--- src/verilog/smsh_pkg.sv ---
/*
  Constants for the status register and command handshake block.
  Assumes a 20 MHz device clock and a sampled link clock.
*/
package smsh_pkg;

  localparam int CLK_PERIOD_NS = 50;

  // Status register field positions.
  localparam int RETRY_BIT  = 1;
  localparam int EXPECT_BIT = 3;
  localparam int AVAIL_BIT  = 4;
  localparam int GO_BIT     = 5;
  localparam int READY_BIT  = 6;
  localparam int VALID_BIT  = 7;
  localparam int ALLOW_LSB  = 8;
  localparam int ALLOW_MSB  = 23;
  localparam int STS_WIDTH  = 24;

  // Longest allowed times, in nanoseconds.
  localparam int IDLE_READY_NS  = 2000000;
  localparam int VALID_FLAG_NS  = 750000;
  localparam int COUNT_VALID_NS = 750000;

  // Longest times round down to whole cycles.
  localparam int IDLE_READY_CYC  = IDLE_READY_NS / CLK_PERIOD_NS;
  localparam int VALID_FLAG_CYC  = VALID_FLAG_NS / CLK_PERIOD_NS;
  localparam int COUNT_VALID_CYC = COUNT_VALID_NS / CLK_PERIOD_NS;

  // Cycles the flags take to settle after a data cycle.
  localparam int SETTLE_CYC = 4;

  localparam logic [STS_WIDTH-1:0] STS_RESET = 24'h000000;

  typedef enum logic [2:0] {
    ST_IDLE,
    ST_PREPARE,
    ST_READY,
    ST_RECEPTION,
    ST_EXECUTION,
    ST_COMPLETION
  } smsh_state_t;

endpackage

--- src/verilog/smsh_status.sv ---
/*
  Status register and command/response handshake of the host interface.
  Assumes an external bus decoder presents status register accesses
  that stay stable across a rising edge of the link clock, and that
  command queue, response queue and command engine report their events
  as single pulses on clk.
*/
`timescale 1ns/100ps

module smsh_status #(
  parameter int IDLE_READY_CYCLES  = smsh_pkg::IDLE_READY_CYC,
  parameter int VALID_FLAG_CYCLES  = smsh_pkg::VALID_FLAG_CYC,
  parameter int COUNT_VALID_CYCLES = smsh_pkg::COUNT_VALID_CYC,
  parameter int SIZE_WIDTH         = 32
) (
  // Clock and reset.
  input  wire logic                             clk,
  input  wire logic                             rst,
  // Link clock pin.
  input  wire logic                             linkClk,
  // Status register access, taken at a link clock rising edge.
  input  wire logic                             stsWrite,
  input  wire logic [7:0]                       stsWrData,
  input  wire logic                             stsRead,
  output logic [smsh_pkg::STS_WIDTH-1:0]        stsRdData,
  output logic                                  stsRdWait,
  // Command queue side.
  input  wire logic                             cmdByteIn,
  input  wire logic                             cmdSizeValid,
  input  wire logic [SIZE_WIDTH-1:0]            cmdSize,
  input  wire logic                             cmdQueueEmpty,
  input  wire logic [15:0]                      cmdQueueSpace,
  output logic                                  cmdAccept,
  // Response queue side.
  input  wire logic                             rspByteOut,
  input  wire logic                             rspLastOut,
  input  wire logic                             rspQueueEmpty,
  input  wire logic [15:0]                      rspQueueCount,
  output logic                                  rspRewind,
  // Command engine and queue control.
  input  wire logic                             execDone,
  output logic                                  execStart,
  output logic                                  abortReq,
  output logic                                  queueClear,
  output smsh_pkg::smsh_state_t                 stateOut
);

  import smsh_pkg::*;

  // Parameter values the logic cannot serve stop elaboration.
  if (IDLE_READY_CYCLES < 1 || VALID_FLAG_CYCLES <= SETTLE_CYC ||
      COUNT_VALID_CYCLES < 1 || SIZE_WIDTH < 1 ||
      SIZE_WIDTH > 32) begin : gBadParams
    $error("smsh_status: unsupported parameter value");
  end

  typedef struct packed {
    smsh_state_t            state;
    logic [31:0]            timer;
    logic [3:0]             settle;
    logic                   valid;
    logic                   avail;
    logic                   wanted;
    logic [SIZE_WIDTH-1:0]  received;
    logic [15:0]            allow;
    logic [STS_WIDTH-1:0]   rdData;
    logic                   execStart;
    logic                   abortReq;
    logic                   queueClear;
    logic                   rspRewind;
  } smsh_regs_t;

  smsh_regs_t r_reg;
  smsh_regs_t r_next;

  logic linkLevel;
  logic linkRise;

  smsh_edge_sync linkSync (
    .clk   (clk),
    .rst   (rst),
    .pinIn (linkClk),
    .level (linkLevel),
    .rise  (linkRise)
  );

  logic       wrTaken;
  logic       wrReady;
  logic       wrGo;
  logic       wrRetry;
  logic       rdTaken;
  logic [SIZE_WIDTH-1:0] receivedInc;

  // Strobes are taken on a sampled rising edge of the link clock.
  assign wrTaken = stsWrite && linkRise && $onehot(stsWrData);
  assign wrReady = wrTaken && stsWrData[READY_BIT];
  assign wrGo    = wrTaken && stsWrData[GO_BIT];
  assign wrRetry = wrTaken && stsWrData[RETRY_BIT];
  assign rdTaken = stsRead && linkRise;
  assign receivedInc = r_reg.received + {{(SIZE_WIDTH-1){1'b0}}, 1'b1};

  always_comb begin
    r_next            = r_reg;
    r_next.execStart  = 1'b0;
    r_next.abortReq   = 1'b0;
    r_next.queueClear = 1'b0;
    r_next.rspRewind  = 1'b0;
    if (r_reg.timer != 32'h00000000) begin
      r_next.timer = r_reg.timer - 32'h00000001;
    end

    unique case (r_reg.state)
      ST_IDLE: begin
        if (wrReady) begin
          r_next.state      = ST_PREPARE;
          r_next.queueClear = 1'b1;
          r_next.timer      = 32'(IDLE_READY_CYCLES - 1);
        end
      end
      ST_PREPARE: begin
        if (cmdQueueEmpty && rspQueueEmpty) begin
          r_next.state    = ST_READY;
          r_next.wanted   = 1'b1;
          r_next.received = '0;
        end else if (r_reg.timer == 32'h00000000) begin
          r_next.state = ST_IDLE;
        end
      end
      ST_READY: begin
        if (cmdByteIn) begin
          r_next.state    = ST_RECEPTION;
          r_next.received = receivedInc;
        end
      end
      ST_RECEPTION: begin
        if (wrReady) begin
          r_next.state      = ST_IDLE;
          r_next.abortReq   = 1'b1;
          r_next.queueClear = 1'b1;
          r_next.wanted     = 1'b0;
        end else if (wrGo) begin
          r_next.state     = ST_EXECUTION;
          r_next.execStart = 1'b1;
          r_next.wanted    = 1'b0;
        end else if (cmdByteIn) begin
          r_next.received = receivedInc;
        end
      end
      ST_EXECUTION: begin
        if (wrReady) begin
          r_next.state      = ST_IDLE;
          r_next.abortReq   = 1'b1;
          r_next.queueClear = 1'b1;
        end else if (execDone) begin
          r_next.state = ST_COMPLETION;
          r_next.avail = 1'b1;
        end
      end
      ST_COMPLETION: begin
        if (wrReady) begin
          r_next.state      = ST_PREPARE;
          r_next.queueClear = 1'b1;
          r_next.avail      = 1'b0;
          r_next.timer      = 32'(IDLE_READY_CYCLES - 1);
        end else if (wrRetry) begin
          r_next.rspRewind = 1'b1;
          r_next.avail     = 1'b1;
        end else if (rspLastOut) begin
          r_next.avail = 1'b0;
        end
      end
      default: begin
        r_next.state = ST_IDLE;
      end
    endcase

    // The wanted flag follows the byte count against the size field.
    if (r_reg.state == ST_RECEPTION && !wrReady && !wrGo) begin
      r_next.wanted = !(cmdSizeValid && r_next.received >= cmdSize);
    end

    // A data cycle invalidates the flags until they have settled.
    if (cmdByteIn || rspByteOut || wrTaken) begin
      r_next.valid  = 1'b0;
      r_next.settle = 4'(SETTLE_CYC);
    end else if (r_reg.settle != 4'h0) begin
      r_next.settle = r_reg.settle - 4'h1;
    end else begin
      r_next.valid = 1'b1;
    end

    // The allowance is refreshed only while the flags are settled.
    if (r_reg.valid) begin
      r_next.allow = r_reg.avail ? rspQueueCount :
                     (cmdAccept ? cmdQueueSpace : 16'h0000);
    end

    // Read data is captured once the status is known to be correct.
    if (rdTaken && r_reg.valid) begin
      r_next.rdData = '0;
      r_next.rdData[ALLOW_MSB:ALLOW_LSB] = r_reg.allow;
      r_next.rdData[VALID_BIT]  = r_reg.valid;
      r_next.rdData[READY_BIT]  = (r_reg.state == ST_READY);
      r_next.rdData[AVAIL_BIT]  = r_reg.avail;
      r_next.rdData[EXPECT_BIT] = r_reg.wanted;
    end
  end

  always_ff @(posedge clk or posedge rst) begin
    if (rst) begin
      r_reg          <= '0;
      r_reg.state    <= ST_IDLE;
      r_reg.rdData   <= STS_RESET;
    end else begin
      r_reg <= r_next;
    end
  end

  // Host reads are held off while the flags may still be changing.
  assign stsRdWait  = stsRead && !r_reg.valid;
  assign stsRdData  = r_reg.rdData;
  // Data is dropped outside Ready and Reception, and in Reception once no more bytes are wanted.
  assign cmdAccept  = (r_reg.state == ST_READY) ||
                      (r_reg.state == ST_RECEPTION && r_reg.wanted);
  assign rspRewind  = r_reg.rspRewind;
  assign execStart  = r_reg.execStart;
  assign abortReq   = r_reg.abortReq;
  assign queueClear = r_reg.queueClear;
  assign stateOut   = r_reg.state;

endmodule // smsh_status

--- src/verilog/smsh_edge_sync.sv ---
/*
  Three-stage synchroniser with edge detection for one pin.
  Assumes the pin is asynchronous to clk.
*/
`timescale 1ns/100ps
module smsh_edge_sync (
  // Clock and reset.
  input  wire logic clk,
  input  wire logic rst,
  // Pin and results.
  input  wire logic pinIn,
  output logic      level,
  output logic      rise
);

  typedef struct packed {
    logic s1;
    logic s2;
    logic s3;
    logic stable;
    logic rise;
  } smsh_sync_t;

  smsh_sync_t r_reg;
  smsh_sync_t r_next;

  // A change counts once the second and third stages agree.
  always_comb begin
    r_next      = r_reg;
    r_next.s1   = pinIn;
    r_next.s2   = r_reg.s1;
    r_next.s3   = r_reg.s2;
    r_next.rise = 1'b0;
    if (r_reg.s2 == r_reg.s3 && r_reg.s3 != r_reg.stable) begin
      r_next.stable = r_reg.s3;
      r_next.rise   = r_reg.s3;
    end
  end

  always_ff @(posedge clk or posedge rst) begin
    if (rst) begin
      r_reg <= '0;
    end else begin
      r_reg <= r_next;
    end
  end

  assign level = r_reg.stable;
  assign rise  = r_reg.rise;

endmodule // smsh_edge_sync

--- config.mk ---
export PLATFORM = sky130hd
export DESIGN_NAME = smsh_status
export DESIGN_NICKNAME = d
export VERILOG_FILES = /design/src/verilog/smsh_pkg.sv /design/src/verilog/smsh_status.sv /design/src/verilog/smsh_edge_sync.sv
export SDC_FILE = /design/constraint.sdc
export NUM_CORES = 1
export LEC_CHECK = 0
export ABC_AREA = 0
export BUFFER_PORTS_ARGS = -buffer_cell sky130_fd_sc_hd__clkbuf_2
export CAP_MARGIN = 10
export CORE_ASPECT_RATIO = 0.7
export CORE_UTILIZATION = 57
export DETAILED_ROUTE_END_ITERATION = 12
export PLACE_DENSITY = 0.81
export REMOVE_ABC_BUFFERS = 1
export SLEW_MARGIN = 20
export SYNTH_ARGS = -nofsm -noshare
export SYNTH_HDL_FRONTEND = slang
export SYNTH_HIERARCHICAL = 1
export SYNTH_SLANG_ARGS = --single-unit
--- constraint.sdc ---
create_clock -name clk -period 4.6 [get_ports clk]
set_input_delay 0.92 -clock clk [delete_from_list [all_inputs] [get_ports clk]]
set_output_delay 0.92 -clock clk [all_outputs]
set_load 0.02 [all_outputs]
# After elaboration in Yosys (flattened, before gate mapping)
# Cells that the tools add are included.
op_classes:
  addsub: 10
  n_lt_le_gt_ge: 1
  n_eq_ne: 19
  muxes: 42
  reduce_logical: 33
op_table:
  columns: ["op", "n"]
  rows:
  - ["32-bit two-way mux", 5]
  - ["32-bit one-hot mux with 3 select lines", 1]
  - ["35-bit two-way mux", 1]
  - ["33-bit two-way mux", 1]
  - ["32-bit by 1-bit adder with 32-bit output (second input constant)", 1]
  - ["32-bit greater-or-equal comparator", 1]
  - ["32-bit zero test", 1]
  - ["16-bit two-way mux", 2]
  - ["32-bit nonzero test", 1]
  - ["32-bit by 1-bit subtractor with 32-bit output (second input constant)", 1]
  - ["3-bit two-way mux", 7]
  - ["1-bit two-way mux", 18]
  - ["3-bit one-hot mux with 5 select lines", 1]
  - ["1-bit logical AND", 14]
  - ["3-bit inequality test (second input constant)", 4]
  - ["1-bit by 1-bit adder with 2-bit output", 4]
  - ["2-bit inequality test (second input constant)", 4]
  - ["2-bit by 2-bit adder with 3-bit output", 2]
  - ["3-bit by 2-bit equality test with 1-bit output (second input constant)", 2]
  - ["3-bit equality test (second input constant)", 2]
  - ["1-bit one-hot mux with 2 select lines", 3]
  - ["5-bit two-way mux", 1]
  - ["5-bit AND reduction", 1]
  - ["3-bit by 3-bit adder with 4-bit output", 1]
  - ["other kinds (19)", 26]
word_totals:
  regBits: 119
  input_bits: 84
  out_inout_bits: 33

# Depth between registers and ports, before layout
# Gate-level depths: netlist of the first run.
logic_depth:
  depth_word: 13
  depth_mapped: 22
  mapped_depth_nobuf: 22

# By module
# Netlist of the first run, hierarchy kept.
modules_own_cells:
  columns: ["mod", "n_inst", "cells_per_inst", "area_each_um2", "seq_area_each_um2"]
  rows:
  - ["smsh_status", 1, 779, 6891.6, 2852.7]
  - ["smsh_edge_sync", 1, 8, 150.1, 125.1]

# Worst setup path after synthesis of the first run
# OpenSTA, ideal clock, no wires.
synth_path:
  kind: "input to register"
  from: "input stsWrData[0]"
  to: "register r_reg[76] in the netlist's numbering"
  arrival_time_ps: 6118
  slack_ps: -1601
  path_stages: 22
  path_buffers: 0
  path_cell_list: "inv_1 > fa_1 > fa_1 > fa_1 > inv_1 > ha_1 > inv_1 > fa_1 > nor3b_1 > a22oi_1 > o41ai_1 > inv_1 > o21ai_0 > nand2_1 > o21a_1 > ha_1 > nand2b_1 > a2111oi_0 > nor4_1 > o311ai_0 > a211oi_1 > o21ai_0"
synth_between:
  elab_chain_cells: 13
  word_cells_on_any_way: 24
  classes_between: "3 x add/sub; 1 x order compare; 3 x eq/ne; 6 x mux; 11 x reduce/logical"
synth_rtl:
  columns: ["item", "line_no", "source"]
  rows:
  - ["start: declaration", "smsh_status.sv:23", "input wire logic [7:0] stsWrData,"]
  - ["1-bit by 1-bit adder with 2-bit output (not written as such) *", "smsh_status.sv:95", "assign wrTaken = stsWrite && linkRise && $onehot(stsWrData);"]
  - ["2-bit by 2-bit adder with 3-bit output (not written as such) *", "smsh_status.sv:95", null]
  - ["3-bit by 3-bit adder with 4-bit output (not written as such) *", "smsh_status.sv:95", null]
  - ["4-bit by 1-bit equality test with 1-bit output *", "smsh_status.sv:95", null]
  - ["1-bit logical AND *", "smsh_status.sv:95", null]
  - ["1-bit logical AND", "smsh_status.sv:97", "assign wrGo = wrTaken && stsWrData[GO_BIT];"]
  - ["32-bit two-way mux", "smsh_status.sv:141", "end else if (wrGo) begin"]
  - ["32-bit two-way mux", "smsh_status.sv:136", "if (wrReady) begin"]
  - ["32-bit one-hot mux with 3 select lines", "smsh_status.sv:112", "unique case (r_reg.state)"]
  - ["32-bit greater-or-equal comparator", "smsh_status.sv:179", "r_next.wanted = !(cmdSizeValid && r_next.received >= cmdSize);"]
  - ["1-bit logical AND", "smsh_status.sv:179", null]
  - ["1-bit zero test", "smsh_status.sv:179", null]
  - ["1-bit two-way mux", "smsh_status.sv:178", "if (r_reg.state == ST_RECEPTION && !wrReady && !wrGo) begin"]
  - ["end signal: assignment", "smsh_status.sv:215", "r_reg <= r_next;"]
  - ["end: declaration", "smsh_status.sv:73", "smsh_regs_t r_reg;"]
# Every way passes the cells marked *; elsewhere a longest branch is shown, timed or not.
# A chain may end at the register's enable or synchronous reset.

==> flow_summary.yaml, run 1 <==
cts:
  htree_num_levels: 4
  root_buffer: "clkbuf_16"
  insertion_delay_ns: 0.42
  clock_path_buffers: 2
  cts_buffers: 17
  hold_buffers: 0
  clkSlewWorstSetupHoldPaths_ns: 0.06
  cts_sinks: 119
  cts_tree: "yes"
worst_setup_path:
  max_stage_delay_ns: 0.58
  critPathRequiredTime_ns: 4.90
  r2r_slack_ns: 1.14
  path_max_fanout: 7
  crit_path_start_kind: "primary input"
  cp-end-kind: "flop"
  reg2reg_from: "r_reg[44]"
  crit_type: "primary input to flop"
  crit_slowest_cell: "fa_1"
  cp.arrival_ns: 5.98
  r2r_cells: 14
  r2r_end: "r_reg[76]"
  crit_path_frequent_cell: "buf_6"
synth:
  ys_types: 65
  synth.most_common_cell: "dfrtp_1"
  avgSynthCellArea_um2: 8.95
  netlist_area_um2: 7040
  yosys-top-cells-count: "dfrtp_1 (119), nor2_1 (79), a21oi_1 (70), o21ai_0 (64), inv_1 (63)"
  yosysTopAreaCell: "dfrtp_1"
  ys_seq_area_share_pct: 42.3
  synth_area_leaders: "dfrtp_1 (42%), ha_1 (6.9%), a21oi_1 (5.0%), o21ai_0 (4.5%), nor2_1 (4.2%)"
  synth.top_cell.area_share_pct: 42.3
  ys_ff_latch: 119
  yosysWarnings: 6
  synth_flop_cell: "dfrtp_1"
  synth_edf_count: 0
  async_reset_ff_share_pct: 100
  synth_cells: 787
worst_hold_path:
  hold_depth: 0
  holdPathEnd: "linkSync/r_next[2]"
  hold_start: "linkSync/r_next[3]"
  min_path_type: "flop to flop"
layout:
  final_nets: 1044
  final_core_util_pct: 74.0
  seqCellArea_um2: 2980
  diodes: 0
  fill_cells: 781
  drive_gt1_share_pct: 28.1
  largest_reg_flops: 87
  multiInputGateArea_um2: 3680
  syn_to_final_growth_pct: 24.5
floorplan:
  start_util_pct: 59.4
  core_area_um2: 11900
  fp.dieH_um: 95.0
  ioPinCount: 117
  dieArea_um2: 12800
  fp-row-count: 33
  die_w_um: 135
place:
  io_buffers: 112
  dp_hpwl_um: 12100
  routabilityCongestion: 0.858
  dp_slack_ns: -1.60
sta:
  relSlewSlack_pct: 29.3
  fmax_mhz: 176
  drv_slew: 0
  fin_skew_ns: 0.0119
  rsz0062_at_grt: "yes"
  finalSetupViolations: 2
  period_share_pct: 123
  worstMarginPinSlew_ns: 1.05
  worst_slack_ns: -1.08
  hold_viol: 0
  layout_min_cycle_time_ns: 5.68
route:
  drt_iter0_drc: 687
  drt-vias-per-instance: 5.94
  drc: 0
  ant_nets: 0
  routed_wirelength_um: 18600
  dr.pass1.iters: 8
  vias: 6454
  drt-wirelength-per-cell_um: 17.1
outcome:
  failed_checks: "negative setup slack"
  outcome: "complete, but fails checks"
global_routing:
  grt_use_met2_pct: 44.3
  grt_util_all_layers_pct: 29.0
  met1_usage_pct: 40.0
  antenna_found_initial: 0
  grt_max_degree: 115
  busiest_layer: "met2"
  grt_first_pass_wirelength_um: 28700
  grt_util_met3_pct: 7.89
  first_global_vias: 5824
  grt.overflow.total: 0
flow_run:
  maxCapViolCount: 0
power:
  irDropWorstVdd_mv: 0.262
  power.leakage_nw: 4.07
  powerDensity_nw_per_um2: 424
kinds of logic after synthesis:
family	after synthesis	synth area share, %
and+or+nand+nor	280	20.5
other	1	0.0533
DFF	119	42.3
buffers and inverters	121	8.40
muxes	19	3.00
adders and majority gates	44	8.23
xor gates and xnor gates	27	3.36
AOI/OAI and AO/OA	176	14.2
cells in the final DEF (no fill, tap or decap), types with 19 or more instances in the layout:
master / netlist / routed
dfrtp_1: 119 / 118
clkbuf_2: 0 / 111
nor2_1: 79 / 76
a21oi_1: 70 / 67
nand2_1: 57 / 57
inv_1: 63 / 57
buf_4: 27 / 44
o21ai_0: 64 / 39
ha_1: 39 / 36
nand3_1: 26 / 26
o21ai_1: 1 / 23
nand4_1: 19 / 19
worst max-delay path by stage:
| stage | cells past startpoint | to | startpoint |
|---|---|---|---|
| global placement | 23 | r_reg[76] | stsWrData[1] |
| floorplan | 22 | r_reg[76] | stsWrData[0] |
| CTS | 25 | r_reg[76] | stsWrData[1] |
| global route | 25 | r_reg[76] | stsWrData[3] |
| finish | 25 | r_reg[76] | stsWrData[3] |
| detailed placement | 23 | r_reg[76] | stsWrData[0] |
routing by layer:
metal  vias up  routed length [um]  share of wire (%)
met4         0                 430                2.3
met5         -                   0                  0
li1       3022                   -                  -
met2       272                8620                 46
met1      3110                8260                 44
met3        50                1300                7.0
metrics by stage:
stage	cells	hold slack [ns]	TNS (ns)	area (um^2)	total power, mW
floorplan	732	0.331	-64.08	6700	1.80
global placement	1041	0.332	-4.87	7790	2.07
detailed placement	1041	0.335	-12.65	7790	2.09
CTS	1078	0.354	-0.894	8530	3.61
global route	1087	0.374	-1.50	8770	3.89
finish	1087	0.351	-1.11	8770	3.72
worst max-delay path: cells and delay by family:
family          cells  cell delay [ns]
fa+ha+maj           6             2.48
buf+inv             7             0.72
compound gates      8             1.17
simple gates        4             0.68
cell type report:
class,count,area share [%]
clock buffer,18,4.90
sequential,119,34.0
clock inverter,14,2.54
inverter,63,2.75
multi-input combinational,550,42.0
timing repair buffer,166,11.6
tap,157,2.24
power by group:
part / total [mW] / switching, mW / internal, mW / leakage (nW)
clock network: 1.47 / 0.500 / 0.966 / 0.311
logic: 0.913 / 0.524 / 0.389 / 2.35
registers: 1.34 / 0.139 / 1.20 / 1.41
total: 3.72 / 1.16 / 2.56 / 4.07
timing repair:
action / 4_1_cts / 5_1_grt
endpoints found under the hold margin: 0 / 0
cloned: 0 / 1
endpoints found under the setup margin: 1 / 27
buffers inserted: 5 / 8
pin swaps: 8 / 27
resized for setup: 20 / 56
No activity file was read; power rests on OpenSTA's default activity.
==> run 2: changes to the inputs <==
--- a/config.mk
+++ b/config.mk
@@ -9,6 +9,7 @@
 export BUFFER_PORTS_ARGS = -buffer_cell sky130_fd_sc_hd__clkbuf_2
 export CAP_MARGIN = 10
 export CORE_ASPECT_RATIO = 0.7
+export CORE_MARGIN = 8
 export CORE_UTILIZATION = 57
 export DETAILED_ROUTE_END_ITERATION = 12
 export PLACE_DENSITY = 0.81
==> constraint.sdc (replaced) <==
create_clock -name clk -period 4.6 [get_ports clk]
set_input_delay 0.46 -clock clk [delete_from_list [all_inputs] [get_ports clk]]
set_output_delay 0.46 -clock clk [all_outputs]
set_load 0.02 [all_outputs]
==> run 2 against run 1 <==
  * Worst hold slack worse by 0.20 ns
  * First-iteration DRC count decreased by 9.6%
  * Via count fell by 1.2%
  * Design area fell by 2.1%
  * The flow still finishes with violations (negative setup slack)
  * Critical path type unchanged
  * Largest cell class unchanged
==> flow_summary.yaml, run 2 (synthesized netlist as in run 1, its figures left out) <==
outcome:
  outcome: "complete, but fails checks"
  failed_checks: "negative setup slack"
global_routing:
  antenna_found_initial: 0
  grt_util_all_layers_pct: 22.9
  grt_first_pass_wirelength_um: 30100
  grt_max_degree: 83
  first_global_vias: 6277
  grt.overflow.total: 0
power:
  powerDensity_nw_per_um2: 414
  irDropWorstVdd_mv: 0.296
  power.leakage_nw: 4.04
route:
  vias: 6374
  topRoutingLayerUsed: "met4"
  drt_iter0_drc: 621
  routed_wirelength_um: 18900
  ant_nets: 0
  drt-vias-per-instance: 5.84
  wl_met2_um: 8680
  drc: 0
  m1WireLength_um: 8300
  dr.pass1.iters: 6
  wl_met3_um: 1360
  drt-wirelength-per-cell_um: 17.3
floorplan:
  fp.dieH_um: 109
  start_util_pct: 57.5
  dieArea_um2: 16200
  core_area_um2: 12300
  die_w_um: 149
  fp-row-count: 34
  ioPinCount: 117
worst_setup_path:
  crit_type: "primary input to flop"
  cp_num_buf_inv: 7
  crit_path_cell_trace: "clkbuf_2, inv_1, fa_1, fa_1, fa_1, inv_1, ha_1, inv_1, fa_2, nand4_1, buf_4, o31ai_4, buf_6, buf_6, a21oi_1, o21ai_1, o21ai_1, ha_1, nand4_1, nand3b_1, a21oi_1, nor4_1, o21ai_1, o21ai_1"
  crit_path_start_kind: "primary input"
  crit_family: "adder cells"
  max_stage_delay_ns: 0.56
  crit_slowest_cell: "fa_1"
  critPathRequiredTime_ns: 4.95
  cp.arrival_ns: 5.43
  path_max_fanout: 5
  crit_path_frequent_cell: "o21ai_1"
  cp-end-kind: "flop"
cts:
  insertion_delay_ns: 0.42
  cts_tree: "yes"
  htree_num_levels: 4
  clock_path_buffers: 2
  clkSlewWorstSetupHoldPaths_ns: 0.06
  cts_buffers: 17
  cts_sinks: 119
  root_buffer: "clkbuf_16"
sta:
  fmax_mhz: 197
  drv_slew: 0
  worstMarginPinSlew_ns: 1.08
  finalSetupViolations: 1
  period_share_pct: 110
  rsz0062_at_grt: "yes"
  hold_viol: 0
  layout_min_cycle_time_ns: 5.08
  worst_slack_ns: -0.479
  fin_skew_ns: 0.00760
  timing.hold.ws_ns: 0.147
  relSlewSlack_pct: 27.9
layout:
  final_cell_area_um2: 8590
  largest_reg_flops: 87
  final_nets: 1043
  final_cell_mix: "dfrtp_1 (119), clkbuf_2 (112), nor2_1 (78)"
  final_core_util_pct: 70.1
  fill_cells: 924
  final_common_cell: "dfrtp_1"
  drive_gt1_share_pct: 26.2
  syn_to_final_growth_pct: 21.9
  stdcell_count: 1091
  diodes: 0
place:
  placed_cells_incl_taps: 1044
  io_buffers: 112
  routabilityCongestion: 0.849
  dp_hpwl_um: 12600
  place_area_um2: 7770
flow_run:
  maxCapViolCount: 0
worst_hold_path:
  min_path_type: "primary input to flop"
[run 2: changes by cell type in the layout (fill, tap and decap cells not counted), sizes merged]
| cell | before | now |
|---|---|---|
| clkinv | 5 | 6 |
| dlygate4sd3 | 0 | 1 |
| bufinv | 5 | 2 |
| inv | 65 | 70 |
| buf | 55 | 52 |
| clkinvlp | 2 | 0 |
[run 2: path summary, 6_finish.rpt]
path	from	to	slack, ns	depth (start not counted)
worst min-delay path	linkClk	linkSync/r_next[3]	0.15	1
worst max register to register	r_reg[55]	r_reg[76]	0.74	12
max in group asynchronous	rst	queueClear	2.95	4
worst max-delay path	stsWrData[0]	r_reg[76]	-0.48	24
worst min register to register	linkSync/r_next[3]	linkSync/r_next[2]	0.36	0
min in group asynchronous	rst	linkSync/r_next[3]	0.52	3
[run 2: what timing repair did]
action	in CTS	in global routing
setup endpoints to repair	1	1
buffers inserted	7	6
endpoints found under the hold margin	5	0
hold buffers	1	0
gates cloned	2	0
gates resized for setup	12	31
pin swaps	6	13
[run 2: area by class of cell]
cell class,count,area [um^2],area share (%)
inverter,63,241,2.81
multi-input combinational,550,3600,41.9
timing repair buffer,165,976,11.4
tap,162,203,2.36
sequential,119,2980,34.7
clock inverter,15,165,1.92
clock buffer,17,425,4.95
[run 2: power by group]
part | total (mW) | internal, mW | switching [mW]
Combinational | 0.883 | 0.379 | 0.504
Clock | 1.33 | 0.809 | 0.524
Sequential | 1.34 | 1.20 | 0.142
Total | 3.56 | 2.39 | 1.17
[run 2: through the flow]
| stage | worst slack (ns) | setup TNS [ns] | total power [mW] |
|---|---|---|---|
| 2_1_floorplan | -2.28 | -37.86 | 1.80 |
| 5_1_grt | -0.705 | -0.705 | 3.73 |
| 3_3_place_gp | -0.888 | -0.888 | 2.08 |
| 3_5_place_dp | -1.10 | -1.10 | 2.11 |
| 4_1_cts | -0.384 | -0.384 | 3.50 |
| 6_report | -0.479 | -0.479 | 3.56 |
[run 2: layer usage]
layer	up-vias	GRT usage, %
li1	3017	-
met1	2986	31.2
met2	317	35.3
met3	54	5.27
met4	0	8.61
met5	-	0
[run 2: worst register-to-register path, delay by kind of cell (launching register included)]
| family | cells | cell delay [ns] |
|---|---|---|
| adder cells (fa/ha/maj) | 1 | 0.33 |
| AND/OR/NAND/NOR | 7 | 2.27 |
| flip-flops | 1 | 0.45 |
| AO/OA/AOI/OAI | 4 | 0.74 |
